<file path="src/shared/qpf_pkg.sv">
// Purpose: Shared constants and types for the quadrature position channel
// Assumes: 40 MHz system clock, APB register access, 32-bit data
// Notes:   Register offsets are byte addresses
package qpf_pkg;

    localparam int CLK_HZ       = 40_000_000;
    localparam int TRACK_MAX_HZ = 500_000;
    localparam int CLK_PER_EDGE = CLK_HZ / (4 * TRACK_MAX_HZ);

    localparam logic [7:0] ADDR_CTRL   = 8'h00;
    localparam logic [7:0] ADDR_PARAM  = 8'h04;
    localparam logic [7:0] ADDR_LOADV  = 8'h08;
    localparam logic [7:0] ADDR_COUNT  = 8'h0C;
    localparam logic [7:0] ADDR_STATUS = 8'h10;
    localparam logic [7:0] ADDR_LATCH  = 8'h14;

    localparam int CTRL_W  = 9;
    localparam int PARAM_W = 13;
    localparam int STAT_W  = 11;

    localparam logic [2:0] LAT_PLAIN = 3'h1;
    localparam logic [2:0] LAT_ISO4  = 3'h4;
    localparam logic [2:0] LAT_ISO6  = 3'h6;

    typedef enum logic [1:0] {
        EV_SINGLE = 2'b00,
        EV_DOUBLE = 2'b01,
        EV_QUAD   = 2'b10
    } qpf_eval_e;

    typedef enum logic [2:0] {
        DI_INPUT   = 3'b000,
        DI_HW_GATE = 3'b001,
        DI_LATCH_RT = 3'b010,
        DI_SYNC    = 3'b011,
        DI_SYNC_EN = 3'b100,
        DI_LATCH   = 3'b101
    } qpf_di_e;

    typedef struct packed {
        logic ctrl_stop;
        logic sw_gate;
        logic status_clear_request;
        logic fault_acknowledge;
        logic output_param_change_request;
        logic compare_two_load_request;
        logic compare_one_load_request;
        logic staged_load_request;
        logic direct_load_request;
    } qpf_ctrl_s;

    typedef struct packed {
        logic      iso_long;
        logic      iso_mode;
        logic      group_diag;
        logic      stop_continue;
        logic      sync_periodic;
        qpf_di_e   di_fn;
        logic      gate_inv;
        logic      gate_interrupt;
        logic      dir_invert;
        qpf_eval_e eval;
    } qpf_param_s;

    localparam logic [CTRL_W-1:0]  CTRL_RST  = 9'h000;
    localparam logic [PARAM_W-1:0] PARAM_RST = 13'h0000;

endpackage : qpf_pkg

</file>
<file path="src/rtl/qpf_errflag.sv">
// Purpose: Acknowledged error flag
// Assumes: Fault input already synchronised
// Notes:   Set wins over clear
`timescale 1ns/1ps
module qpf_errflag
(
    input  wire logic clk_sys,
    input  wire logic sys_rst,
    input  wire logic ce,
    input  wire logic fault,
    input  wire logic ack,
    input  wire logic track,
    output logic      flag_q
);
    logic flag_d;

    always_comb
    begin
        flag_d = fault | (flag_q & ~ack & ~track);
    end

    always_ff @(posedge clk_sys)
    begin
        if (sys_rst)
            flag_q <= 1'b0;
        else if (ce)
            flag_q <= flag_d;
    end

endmodule : qpf_errflag

</file>
<file path="src/rtl/qpf_sync2.sv">
// Purpose: Two-flop synchroniser for pin inputs
// Assumes: Inputs are asynchronous levels
// Notes:   First stage feeds only the second stage
`timescale 1ns/1ps
module qpf_sync2
#(
    parameter int W = 1
)
(
    input  wire logic         clk_sys,
    input  wire logic         sys_rst,
    input  wire logic         ce,
    input  wire logic [W-1:0] async_in,
    output logic      [W-1:0] sync_q
);
    logic [W-1:0] meta_q;

    always_ff @(posedge clk_sys)
    begin
        if (sys_rst)
        begin
            meta_q <= '0;
            sync_q <= '0;
        end
        else if (ce)
        begin
            meta_q <= async_in;
            sync_q <= meta_q;
        end
    end

endmodule : qpf_sync2

</file>
<file path="src/rtl/qpf_top.sv">
// Purpose: Quadrature position counter channel with APB control
// Assumes: Encoder tracks and faults arrive asynchronously on pins
// Notes:   Handshake latency is counted in system clock cycles
//
// Register access over APB and the register offsets were left to the implementer.
`timescale 1ns/1ps
// Function
// Controller never asserts both loads together
// Load fault holds until requests cleared
// Isochronous handshakes take 4 or 6 cycles
// Fault sets error flag, detection continues
// Error clears after cause gone and acknowledge
// Parameter fault cleared only by valid parameters
// Acknowledge held or stopped: flags track faults
// Diagnostic reports only with group diagnostics
// Edge evaluation single, double or quadruple
// Stop response: turn off or continue
// Gate polarity; inverted needs hardware gate
// Auxiliary input function selection
// Periodic sync only for sync function
// Multiple evaluation needs quadrature encoder
// Single: A edges counted while B low
// Double: both A edges, direction from B
// Quadruple: all edges, direction from A,B
// Tracks up to 500 kHz accepted
// Status clear by request and active handshake
// Multiple requests in one write: load fault
// Sync done held until status clear
// Count pulse steps counter same cycle
module qpf_top
    import qpf_pkg::*;
(
    input  wire logic        clk_sys,
    input  wire logic        sys_rst,
    input  wire logic        ce,
    input  wire logic        psel,
    input  wire logic        penable,
    input  wire logic        pwrite,
    input  wire logic [7:0]  paddr,
    input  wire logic [31:0] pwdata,
    output logic      [31:0] prdata,
    output logic             pready,
    output logic             pslverr,
    input  wire logic        enc_a,
    input  wire logic        enc_b,
    input  wire logic        auxiliary_input,
    input  wire logic        supply_short_in,
    input  wire logic        enc_fault_in,
    output logic             diag_event_q
);
    logic [4:0]  pin_s;
    logic        a_s, b_s, aux_s, sup_s, enf_s;
    logic        a_p_q, b_p_q, aux_p_q;
    qpf_ctrl_s   ctrl_q, ctrl_d, ctrl_p_q;
    qpf_param_s  par_q, par_d;
    logic [31:0] ldval_q, ldval_d, staged_q, staged_d;
    logic [31:0] cnt_q, cnt_d, latch_q, latch_d;
    logic        load_fault_q, load_fault_d, param_fault_q, param_fault_d;
    logic        clr_act_q, clr_act_d, sync_done_q, sync_done_d;
    logic        load_ack_q, load_ack_d, up_q, up_d, dn_q, dn_d;
    logic        gate_p_q, diag_d;
    logic [2:0]  clr_cnt_q, clr_cnt_d, ld_cnt_q, ld_cnt_d, lat;
    logic        supply_short_flag, enc_fault_flag, err_p_q;
    logic        wr_en, acc, ctrl_wr, par_wr, stopped, turned_off;
    logic        gate_open, up_pulse, down_pulse, up_raw, dn_raw;
    logic        aux_rise, sync_ev, retrig_ev, gate_rise, ld_apply;
    logic        par_bad, multi_req, one_req, ld_rise;
    logic [4:0]  req_v;
    logic [31:0] rd_d;
    logic        rd_err;

    qpf_sync2 #(.W(5)) u_sync (
        .clk_sys  (clk_sys),
        .sys_rst  (sys_rst),
        .ce       (ce),
        .async_in ({enc_a, enc_b, auxiliary_input, supply_short_in,
                    enc_fault_in}),
        .sync_q   (pin_s)
    );
    assign {a_s, b_s, aux_s, sup_s, enf_s} = pin_s;

    qpf_errflag u_sup_flag (
        .clk_sys (clk_sys),
        .sys_rst (sys_rst),
        .ce      (ce),
        .fault   (sup_s),
        .ack     (ctrl_q.fault_acknowledge),
        .track   (stopped),
        .flag_q  (supply_short_flag)
    );

    qpf_errflag u_enc_flag (
        .clk_sys (clk_sys),
        .sys_rst (sys_rst),
        .ce      (ce),
        .fault   (enf_s),
        .ack     (ctrl_q.fault_acknowledge),
        .track   (stopped),
        .flag_q  (enc_fault_flag)
    );

    // APB decode: answer on second access cycle
    assign acc     = psel & penable & pready;
    assign wr_en   = acc & pwrite;
    assign ctrl_wr = wr_en && paddr == ADDR_CTRL;
    assign par_wr  = wr_en && paddr == ADDR_PARAM;

    assign stopped    = ctrl_q.ctrl_stop;
    assign turned_off = stopped & ~par_q.stop_continue;
    assign req_v = pwdata[4:0];
    assign multi_req = ctrl_wr && (req_v & (req_v - 5'h01)) != 5'h00;
    assign one_req   = ctrl_wr && req_v != 5'h00 && !multi_req;
    assign lat = par_q.iso_mode ? (par_q.iso_long ? LAT_ISO6 : LAT_ISO4)
                                : LAT_PLAIN;

    // Edge evaluation
    always_comb
    begin
        up_raw = 1'b0;
        dn_raw = 1'b0;
        unique case (par_q.eval)
            EV_SINGLE:
            begin
                up_raw = a_s & ~a_p_q & ~b_s;
                dn_raw = ~a_s & a_p_q & ~b_s;
            end
            EV_DOUBLE:
            begin
                up_raw = (a_s ^ a_p_q) & (a_s ^ b_s);
                dn_raw = (a_s ^ a_p_q) & ~(a_s ^ b_s);
            end
            EV_QUAD:
            begin
                up_raw = ((a_s ^ a_p_q) | (b_s ^ b_p_q)) & (a_s ^ b_p_q);
                dn_raw = ((a_s ^ a_p_q) | (b_s ^ b_p_q)) & (b_s ^ a_p_q);
            end
            default:
            begin
                up_raw = 1'b0;
                dn_raw = 1'b0;
            end
        endcase
    end

    always_comb
    begin
        gate_open = ctrl_q.sw_gate & ~turned_off;
        if (par_q.di_fn == DI_HW_GATE)
            gate_open = gate_open & (aux_s ^ par_q.gate_inv);
        up_pulse   = gate_open & (par_q.dir_invert ? dn_raw : up_raw);
        down_pulse = gate_open & (par_q.dir_invert ? up_raw : dn_raw);
        aux_rise   = aux_s & ~aux_p_q;
        gate_rise  = gate_open & ~gate_p_q & ~par_q.gate_interrupt;
        retrig_ev  = aux_rise && par_q.di_fn == DI_LATCH_RT;
        sync_ev    = aux_rise && par_q.di_fn == DI_SYNC
                     && (par_q.sync_periodic || !sync_done_q);
        ld_apply   = ld_cnt_q == 3'h1 && ctrl_q.direct_load_request;
        ld_rise    = (ctrl_q.direct_load_request
                      & ~ctrl_p_q.direct_load_request)
                     | (ctrl_q.staged_load_request
                        & ~ctrl_p_q.staged_load_request);
    end

    // Counter, load, latch
    always_comb
    begin
        cnt_d    = cnt_q;
        staged_d = staged_q;
        latch_d  = latch_q;
        if (ld_apply)
            cnt_d = ldval_q;
        else if (sync_ev || retrig_ev || gate_rise)
            cnt_d = staged_q;
        else if (up_pulse)
            cnt_d = cnt_q + 32'h0000_0001;
        else if (down_pulse)
            cnt_d = cnt_q - 32'h0000_0001;
        if (ld_cnt_q == 3'h1 && ctrl_q.staged_load_request)
            staged_d = ldval_q;
        if (turned_off)
            staged_d = 32'h0000_0000;
        if (aux_rise && (par_q.di_fn == DI_LATCH
                         || par_q.di_fn == DI_LATCH_RT))
            latch_d = cnt_q;
    end

    // Handshakes and flags
    always_comb
    begin
        clr_cnt_d = clr_cnt_q;
        clr_act_d = clr_act_q;
        ld_cnt_d  = ld_cnt_q;
        load_ack_d = load_ack_q;
        if (!ctrl_q.status_clear_request)
        begin
            clr_cnt_d = 3'h0;
            clr_act_d = 1'b0;
        end
        else if (!ctrl_p_q.status_clear_request)
            clr_cnt_d = lat;
        else if (clr_cnt_q != 3'h0)
        begin
            clr_cnt_d = clr_cnt_q - 3'h1;
            clr_act_d = clr_cnt_q == 3'h1;
        end
        if (!(ctrl_q.direct_load_request | ctrl_q.staged_load_request))
        begin
            ld_cnt_d   = 3'h0;
            load_ack_d = 1'b0;
        end
        else if (ld_rise && !load_fault_q)
            ld_cnt_d = lat;
        else if (ld_cnt_q != 3'h0)
        begin
            ld_cnt_d   = ld_cnt_q - 3'h1;
            load_ack_d = ld_cnt_q == 3'h1;
        end
        sync_done_d = sync_ev | (sync_done_q
                      & ~(clr_cnt_q == 3'h1 && ctrl_q.status_clear_request));
        load_fault_d = load_fault_q;
        if (multi_req)
            load_fault_d = 1'b1;
        else if (one_req && ctrl_q[4:0] == 5'h00)
            load_fault_d = 1'b0;
        par_bad = (par_d.gate_inv && par_d.di_fn != DI_HW_GATE)
                  || par_d.eval == 2'b11 || par_d.di_fn > DI_LATCH;
        param_fault_d = par_wr ? par_bad : param_fault_q;
        up_d = up_pulse | (up_q & ~down_pulse);
        dn_d = down_pulse | (dn_q & ~up_pulse);
        diag_d = par_q.group_diag
                 & ((supply_short_flag & ~err_p_q)
                    | (param_fault_q & ~param_fault_d));
    end

    // Register writes and read mux
    always_comb
    begin
        ctrl_d  = ctrl_wr ? qpf_ctrl_s'(pwdata[CTRL_W-1:0]) : ctrl_q;
        par_d   = par_wr ? qpf_param_s'(pwdata[PARAM_W-1:0]) : par_q;
        ldval_d = (wr_en && paddr == ADDR_LOADV) ? pwdata : ldval_q;
        rd_err  = 1'b0;
        unique case (paddr)
            ADDR_CTRL:   rd_d = {23'h00_0000, ctrl_q};
            ADDR_PARAM:  rd_d = {19'h0_0000, par_q};
            ADDR_LOADV:  rd_d = ldval_q;
            ADDR_COUNT:  rd_d = cnt_q;
            ADDR_LATCH:  rd_d = latch_q;
            ADDR_STATUS: rd_d = {21'h00_0000, load_ack_q, aux_s, gate_p_q,
                                 dn_q, up_q, sync_done_q, clr_act_q,
                                 load_fault_q, param_fault_q,
                                 enc_fault_flag, supply_short_flag};
            default:
            begin
                rd_d   = 32'h0000_0000;
                rd_err = 1'b1;
            end
        endcase
    end

    always_ff @(posedge clk_sys)
    begin
        if (sys_rst)
        begin
            ctrl_q <= qpf_ctrl_s'(CTRL_RST);
            ctrl_p_q <= qpf_ctrl_s'(CTRL_RST);
            par_q <= qpf_param_s'(PARAM_RST);
            {ldval_q, staged_q, cnt_q, latch_q} <= '0;
            {load_fault_q, param_fault_q, clr_act_q, sync_done_q} <= '0;
            {load_ack_q, up_q, dn_q, gate_p_q, err_p_q} <= '0;
            {a_p_q, b_p_q, aux_p_q, diag_event_q} <= '0;
            {clr_cnt_q, ld_cnt_q} <= '0;
            {pready, pslverr} <= '0;
            prdata <= 32'h0000_0000;
        end
        else if (ce)
        begin
            ctrl_q <= ctrl_d;
            ctrl_p_q <= ctrl_q;
            par_q <= par_d;
            ldval_q <= ldval_d;
            staged_q <= staged_d;
            cnt_q <= cnt_d;
            latch_q <= latch_d;
            load_fault_q <= load_fault_d;
            param_fault_q <= param_fault_d;
            clr_act_q <= clr_act_d;
            sync_done_q <= sync_done_d;
            load_ack_q <= load_ack_d;
            up_q <= up_d;
            dn_q <= dn_d;
            gate_p_q <= gate_open;
            err_p_q <= supply_short_flag;
            a_p_q <= a_s;
            b_p_q <= b_s;
            aux_p_q <= aux_s;
            diag_event_q <= diag_d;
            clr_cnt_q <= clr_cnt_d;
            ld_cnt_q <= ld_cnt_d;
            pready <= psel & penable & ~pready;
            pslverr <= psel & penable & ~pready & rd_err;
            prdata <= (psel & penable & ~pready & ~pwrite) ? rd_d : prdata;
        end
    end
endmodule : qpf_top

</file>
<file path="config.mk">
export PLATFORM = sky130hd
export DESIGN_NAME = qpf_top
export DESIGN_NICKNAME = d
export VERILOG_FILES = /design/src/shared/qpf_pkg.sv /design/src/rtl/qpf_errflag.sv /design/src/rtl/qpf_sync2.sv /design/src/rtl/qpf_top.sv
export SDC_FILE = /design/constraint.sdc
export NUM_CORES = 1
export LEC_CHECK = 0
export BUFFER_PORTS_ARGS = -buffer_cell sky130_fd_sc_hd__buf_2
export CAP_MARGIN = 20
export CORE_UTILIZATION = 63
export CTS_CLUSTER_DIAMETER = 60
export CTS_CLUSTER_SIZE = 28
export DETAILED_ROUTE_END_ITERATION = 10
export PLACE_DENSITY = 0.87
export SLEW_MARGIN = 5
export SYNTH_ARGS = -nofsm -noshare
export SYNTH_HDL_FRONTEND = slang
export SYNTH_HIERARCHICAL = 1
export SYNTH_SLANG_ARGS = --single-unit
</file>
<file path="constraint.sdc">
create_clock -name clk_sys -period 5.95 [get_ports clk_sys]
set_input_delay 0.595 -clock clk_sys [delete_from_list [all_inputs] [get_ports clk_sys]]
set_output_delay 0.595 -clock clk_sys [all_outputs]
set_load 0.03 [all_outputs]
</file>
# == Word level (Yosys, flattened, before mapping) ==
# Cells that the tools add are included.
# word_totals
register_bits,218
inputBits,51
word_cells,224
# op_classes
addsub,5
order_cmp,1
eq_ne,21
mux,31
bitwise_logic,70
n_reduce_logical,48
# ops
op,n
$mux 32,6
$pmux 32 s6,1
$and 1x1->1,34
$add 32x1->32 const B,1
$sub 32x1->32 const B,1
$mux 3,7
$not 1->1,20
$reduce_and 2->1,10
$eq 8x4->1 const B,2
$eq 8x5->1 const B,2
$logic_and 1x1->1,16
$mux 1,13
$reduce_bool 5->1,2
$eq 3x1->1 const B,3
$or 1x1->1,9
$eq 8x3->1 const B,1
$logic_not 8->1,1
$mux 8,1
$eq 3x2->1 const B,2
$logic_or 1x1->1,6
$ne 2x1->1 const B,3
$ne 3x1->1 const B,2
$pmux 1 s3,2
$reduce_and 3->1,2
other kinds (18),29

# == Depth between registers and ports, before layout ==
# logic_depth
word_depth,14
ltp_mapped,19

# == Cells and area by module ==
# Netlist, hierarchy kept.
# modules_own_cells
mod,n_inst,cells_per_inst,area_per_inst_um2,seq_area_each_um2
qpf_top,1,1361,11013.1,4124.0
qpf_sync2,1,32,352.8,200.2
qpf_errflag,2,4,43.8,20.0

# == Worst setup path before layout ==
# No wires, ideal clock.
# synth_timing
path_kind,reg-to-reg
start,reg u_sync.sync_q[4]
end,reg cnt_q[31]
arrival_time_ns,3.804
required_ns,5.863
path_slack_ns,2.058
stages_incl_launch_ff,20
path_buffers,2
period_less_slack_ns,3.892
cell_sequence,dfxtp_1 inv_1 ha_1 nand2b_1 a2bb2oi_1 o22ai_4 nor2_2 or2_1 buf_6 ha_1 clkbuf_1 nand4_1 nor3_1 o2bb2ai_1 nor3_1 a21o_1 a211oi_1 mux2i_1 nor3_1 nor4b_2
# synth_via
elab_chain_len,9
word_cells_on_any_way,25
cone_classes,7 x mux; 16 x bitwise; 2 x reduce/logical
# synth_lines
item,line_no,source
from (decl),qpf_sync2.sv:14,output logic [W-1:0] sync_q
from (signal assigned),qpf_sync2.sv:28,sync_q <= meta_q;
$xor 1x1->1 (tied with other cells),n/a,
$or 1x1->1 (tied with other cells),"qpf_top.sv:134, qpf_top.sv:135",
$and 1x1->1 (on tied branches),n/a,
$pmux 1 s3,qpf_top.sv:121,unique case (par_q.eval)
$mux 1,qpf_top.sv:150,up_pulse = gate_open & (par_q.dir_invert ? dn_raw : up_raw);
$and 1x1->1,qpf_top.sv:150,
$mux 32,qpf_top.sv:174,else if (up_pulse)
$mux 32,qpf_top.sv:172,else if (sync_ev || retrig_ev || gate_rise)
$mux 32,qpf_top.sv:170,if (ld_apply)
to (signal assigned),qpf_top.sv:282,cnt_q <= cnt_d;
to (decl),qpf_top.sv:57,"logic [31:0] cnt_q, cnt_d, latch_q, latch_d;"
# Parallel ways exist; a longest one is shown, timed or not.
# A chain may end at the register's enable or synchronous reset.

# == Worst setup path in the final report ==
# layout_timing
start,reg u_sync.sync_q[4]
end,reg cnt_q[16]
# The elaborated chain is that of the path after synthesis.

==> flow_summary.toml <==
[power_and_ir_drop]
p_leak_nw = 5.120
combPwrFrac_pct = 5.1
p_switching_w = 0.0006757
total_power_w = 0.002774
clkPwrFrac_pct = 41.8
pwr-share-seq_pct = 53.2
ir_drop_v = 0.0002610
p_per_area_nw_per_um2 = 221.8
p_int_w = 0.002099
swShare_pct = 24.35

[clock_tree]
cts_root_buf = "clkbuf_16"
cts.sinks = 218
cts_setup_buffers = 0
clk_path_buf_depth = 3
clkTransAtPathRegs_ns = 0.08
post_cts_resized = 0
htree_levels = 1
cts_buffers = 16
insertion_delay_ns = 0.49
cts_hold_buf = 0
cts_tree = "built"

[finish]
fin_util_pct = 71.33
design_area_um2 = 12510
drive_above_1_share_pct = 10.58
syn2layout_area_growth_pct = 9.209
fin_nets = 1516
fillers = 1359
diodes = 0

[critical_path]
crit_path_max_incr_delay_ns = 0.74
critical_path_class = "reg -> reg"
crit_family = "compound AO/OA/AOI/OAI gates"
cp-end-kind = "flip-flop"
critPathLaunchType = "flip-flop"
crit_arrival_ns = 5.40
cp_slowest_cell = "or2_1"
cp.required_ns = 6.34
path_buf_inv = 1
worstPathCellList = "inv_1 -> ha_1 -> a21oi_1 -> a22oi_1 -> o22ai_4 -> nor2_2 -> or2_1 -> ha_1 -> nor2b_1 -> o21ai_1 -> a21boi_1 -> o31ai_1 -> a21o_1 -> nand4_1 -> and3_1 -> o311a_1 -> o31ai_1"
reg2reg_slack_ns = 0.94
path_max_fanout = 23

[logic_synthesis]
synth-edff-count = 0
ys.flop_type = "dfxtp_1"
synth_compound_area_share_pct = 22.82
synth.area.mux_share_pct = 8.849
synth_cell_types = 77
synth_top_area_share_pct = 38.10
synth.largest_area_cell = "dfxtp_1"
synth_cells = 1401
ys.warnings.count = 6
netlist_area_um2 = 11450
synthArstFlopShare_pct = 0
synthXorXnorAreaFrac_pct = 1.300
synth-simple-area-share_pct = 20.24
synth_common_cells = "dfxtp_1 (218), nor2_1 (183), nand2_1 (179)"
postSynthAreaPerCell_um2 = 8.175
synthAdderAreaFrac_pct = 4.413
synth.most_common_cell = "dfxtp_1"
synth_fp_nets = 1491
synthTopCellsByArea = "dfxtp_1 (38%), mux2i_1 (8.7%), nor2_1 (6.0%)"
synth_top_family_by_area = "compound AO/OA/AOI/OAI gates"
ys_ff_latch = 218
seq_area_frac_synth_pct = 38.10

[die]
die_y_um = 136.8
initial_utilization_pct = 65.31
rows = 48
core_um2 = 17540
die_x_um = 136.8
die_area_um2 = 18720
ioPinCount = 86

[sta]
final-setup-viol-count = 0
tightest_slew_ns = 1.062
hold_ws_ns = 0.3346
slew_viol_final = 0
finalHoldViolations = 0
finClkSkew_ns = 0.01041
rsz0062_at_grt = "no"
slew_headroom_pct = 29.11
tns_ns = 0
period_needed_ns = 5.007
min_period_over_period_pct = 84.16
timing.fmax_mhz = 199.7

[drt]
ant_nets = 0
wl_per_cell_um = 19.64
viasPerCell = 6.541
remaining_drc_errors = 0
drt_iter0_markers = 922
vias = 10860
first_pass_iters = 5
routed_wl_um = 32620

[global_route]
grt_pass1_wl_um = 51830
grt_overflow = 0
grt_max_degree = 90
grt_use_total_pct = 35.03
grt_pass1_vias = 10250
antenna_found_initial = 0

[place]
dp_hpwl_um = 21200
port_buffers = 85
gp_congestion = 0.9243
post_dp_cell_area_um2 = 11960

[status]
run_status = "completed"

[flow_run]
maxCapViolCount = 0

[hold_path]
holdCritPathClass = "in -> reg"
## path summary, 6_finish.rpt
kind                                 start                        to  depth (start not counted)
max          u_sync/sync_q[4]$_SDFFE_PP0P_    cnt_q[16]$_SDFFE_PP0P_                         17
min                             pwdata[26]  ldval_q[26]$_SDFFE_PP0P_                          3
max reg2reg  u_sync/sync_q[4]$_SDFFE_PP0P_    cnt_q[16]$_SDFFE_PP0P_                         17
min reg2reg         prdata[4]$_SDFFE_PP0P_    prdata[4]$_SDFFE_PP0P_                          2
## layer usage
layer  GRT usage [%]  up-vias  wire (um)
met5               0        -          0
met4           16.97        0       1342
met3           5.630       99       2760
met2           56.46      526      14910
met1           45.60     5135      13600
li1                -     5104          -
## cell usage in the layout, fill, tap and decap left out, types with 10 or more instances in the layout
cell,count
dfxtp_1,218
nor2_1,182
nand2_1,179
a21oi_1,121
mux2i_1,99
buf_2,84
nor3_1,47
o21ai_0,41
ha_1,38
a22oi_1,34
o211ai_1,30
inv_1,23
a21o_1,22
nand3_1,22
a221oi_1,22
buf_4,20
a22o_1,18
clkbuf_16,17
nand4_1,16
nand2b_1,13
o21a_1,11
nor2b_1,10
## through the flow
step | setup WS, ns | std cells
after global routing | 0.5152 | 1661
after CTS | 1.078 | 1661
after global placement | 1.345 | 1633
final | 0.9426 | 1661
after detailed placement | 1.149 | 1633
after floorplan | 2.058 | 1401
## final cells by class
class | instances | area [um2] | area share (%)
multi-input cells | 1061 | 6640 | 53.09
inverters | 24 | 90.09 | 0.7202
well taps | 225 | 281.5 | 2.251
clock inverters | 10 | 121.4 | 0.9703
flip-flops and latches | 218 | 4364 | 34.89
clock buffers | 18 | 429.2 | 3.431
repair buffers | 105 | 581.8 | 4.651
## cell families (layout without fill, tap and decap cells)
group | count (synthesis) | in the layout
AND/OR/NAND/NOR | 517 | 517
buffers and inverters | 122 | 157
adder cells (fa/ha/maj) | 40 | 40
XOR/XNOR | 17 | 17
flip-flops | 218 | 218
AO/OA/AOI/OAI | 386 | 386
multiplexers | 101 | 101
## tightest hold or removal path, delay by kind of cell
| family | cells | cell delay, ns |
|---|---|---|
| AOI/OAI and AO/OA | 1 | 0.05 |
| buffers and inverters | 1 | 0.09 |
| and+or+nand+nor | 1 | 0.04 |
## registers in the layout, indices dropped and copies added, names as in the netlist, 3 cells and up
signal and flops:
ldval_q 32, staged_q 32, ld_cnt_q 3, clr_cnt_q 3
prdata 32, latch_q 32, u_sync/meta_q 5, u_sync/sync_q 5
ctrl_q 8, cnt_q 32, ctrl_p_q 3, par_q 13
## power groups by stage
stage	clock network, W	registers (W)	logic (W)
3_3_place_gp	0	0.00151	0.000134
5_1_grt	0.00121	0.00148	0.000150
4_1_cts	0.00116	0.00148	0.000138
3_5_place_dp	0	0.00151	0.000136
2_1_floorplan	0	0.00152	0.0000750
6_report	0.00116	0.00148	0.000140
No activity file was read; power rests on OpenSTA's default activity.
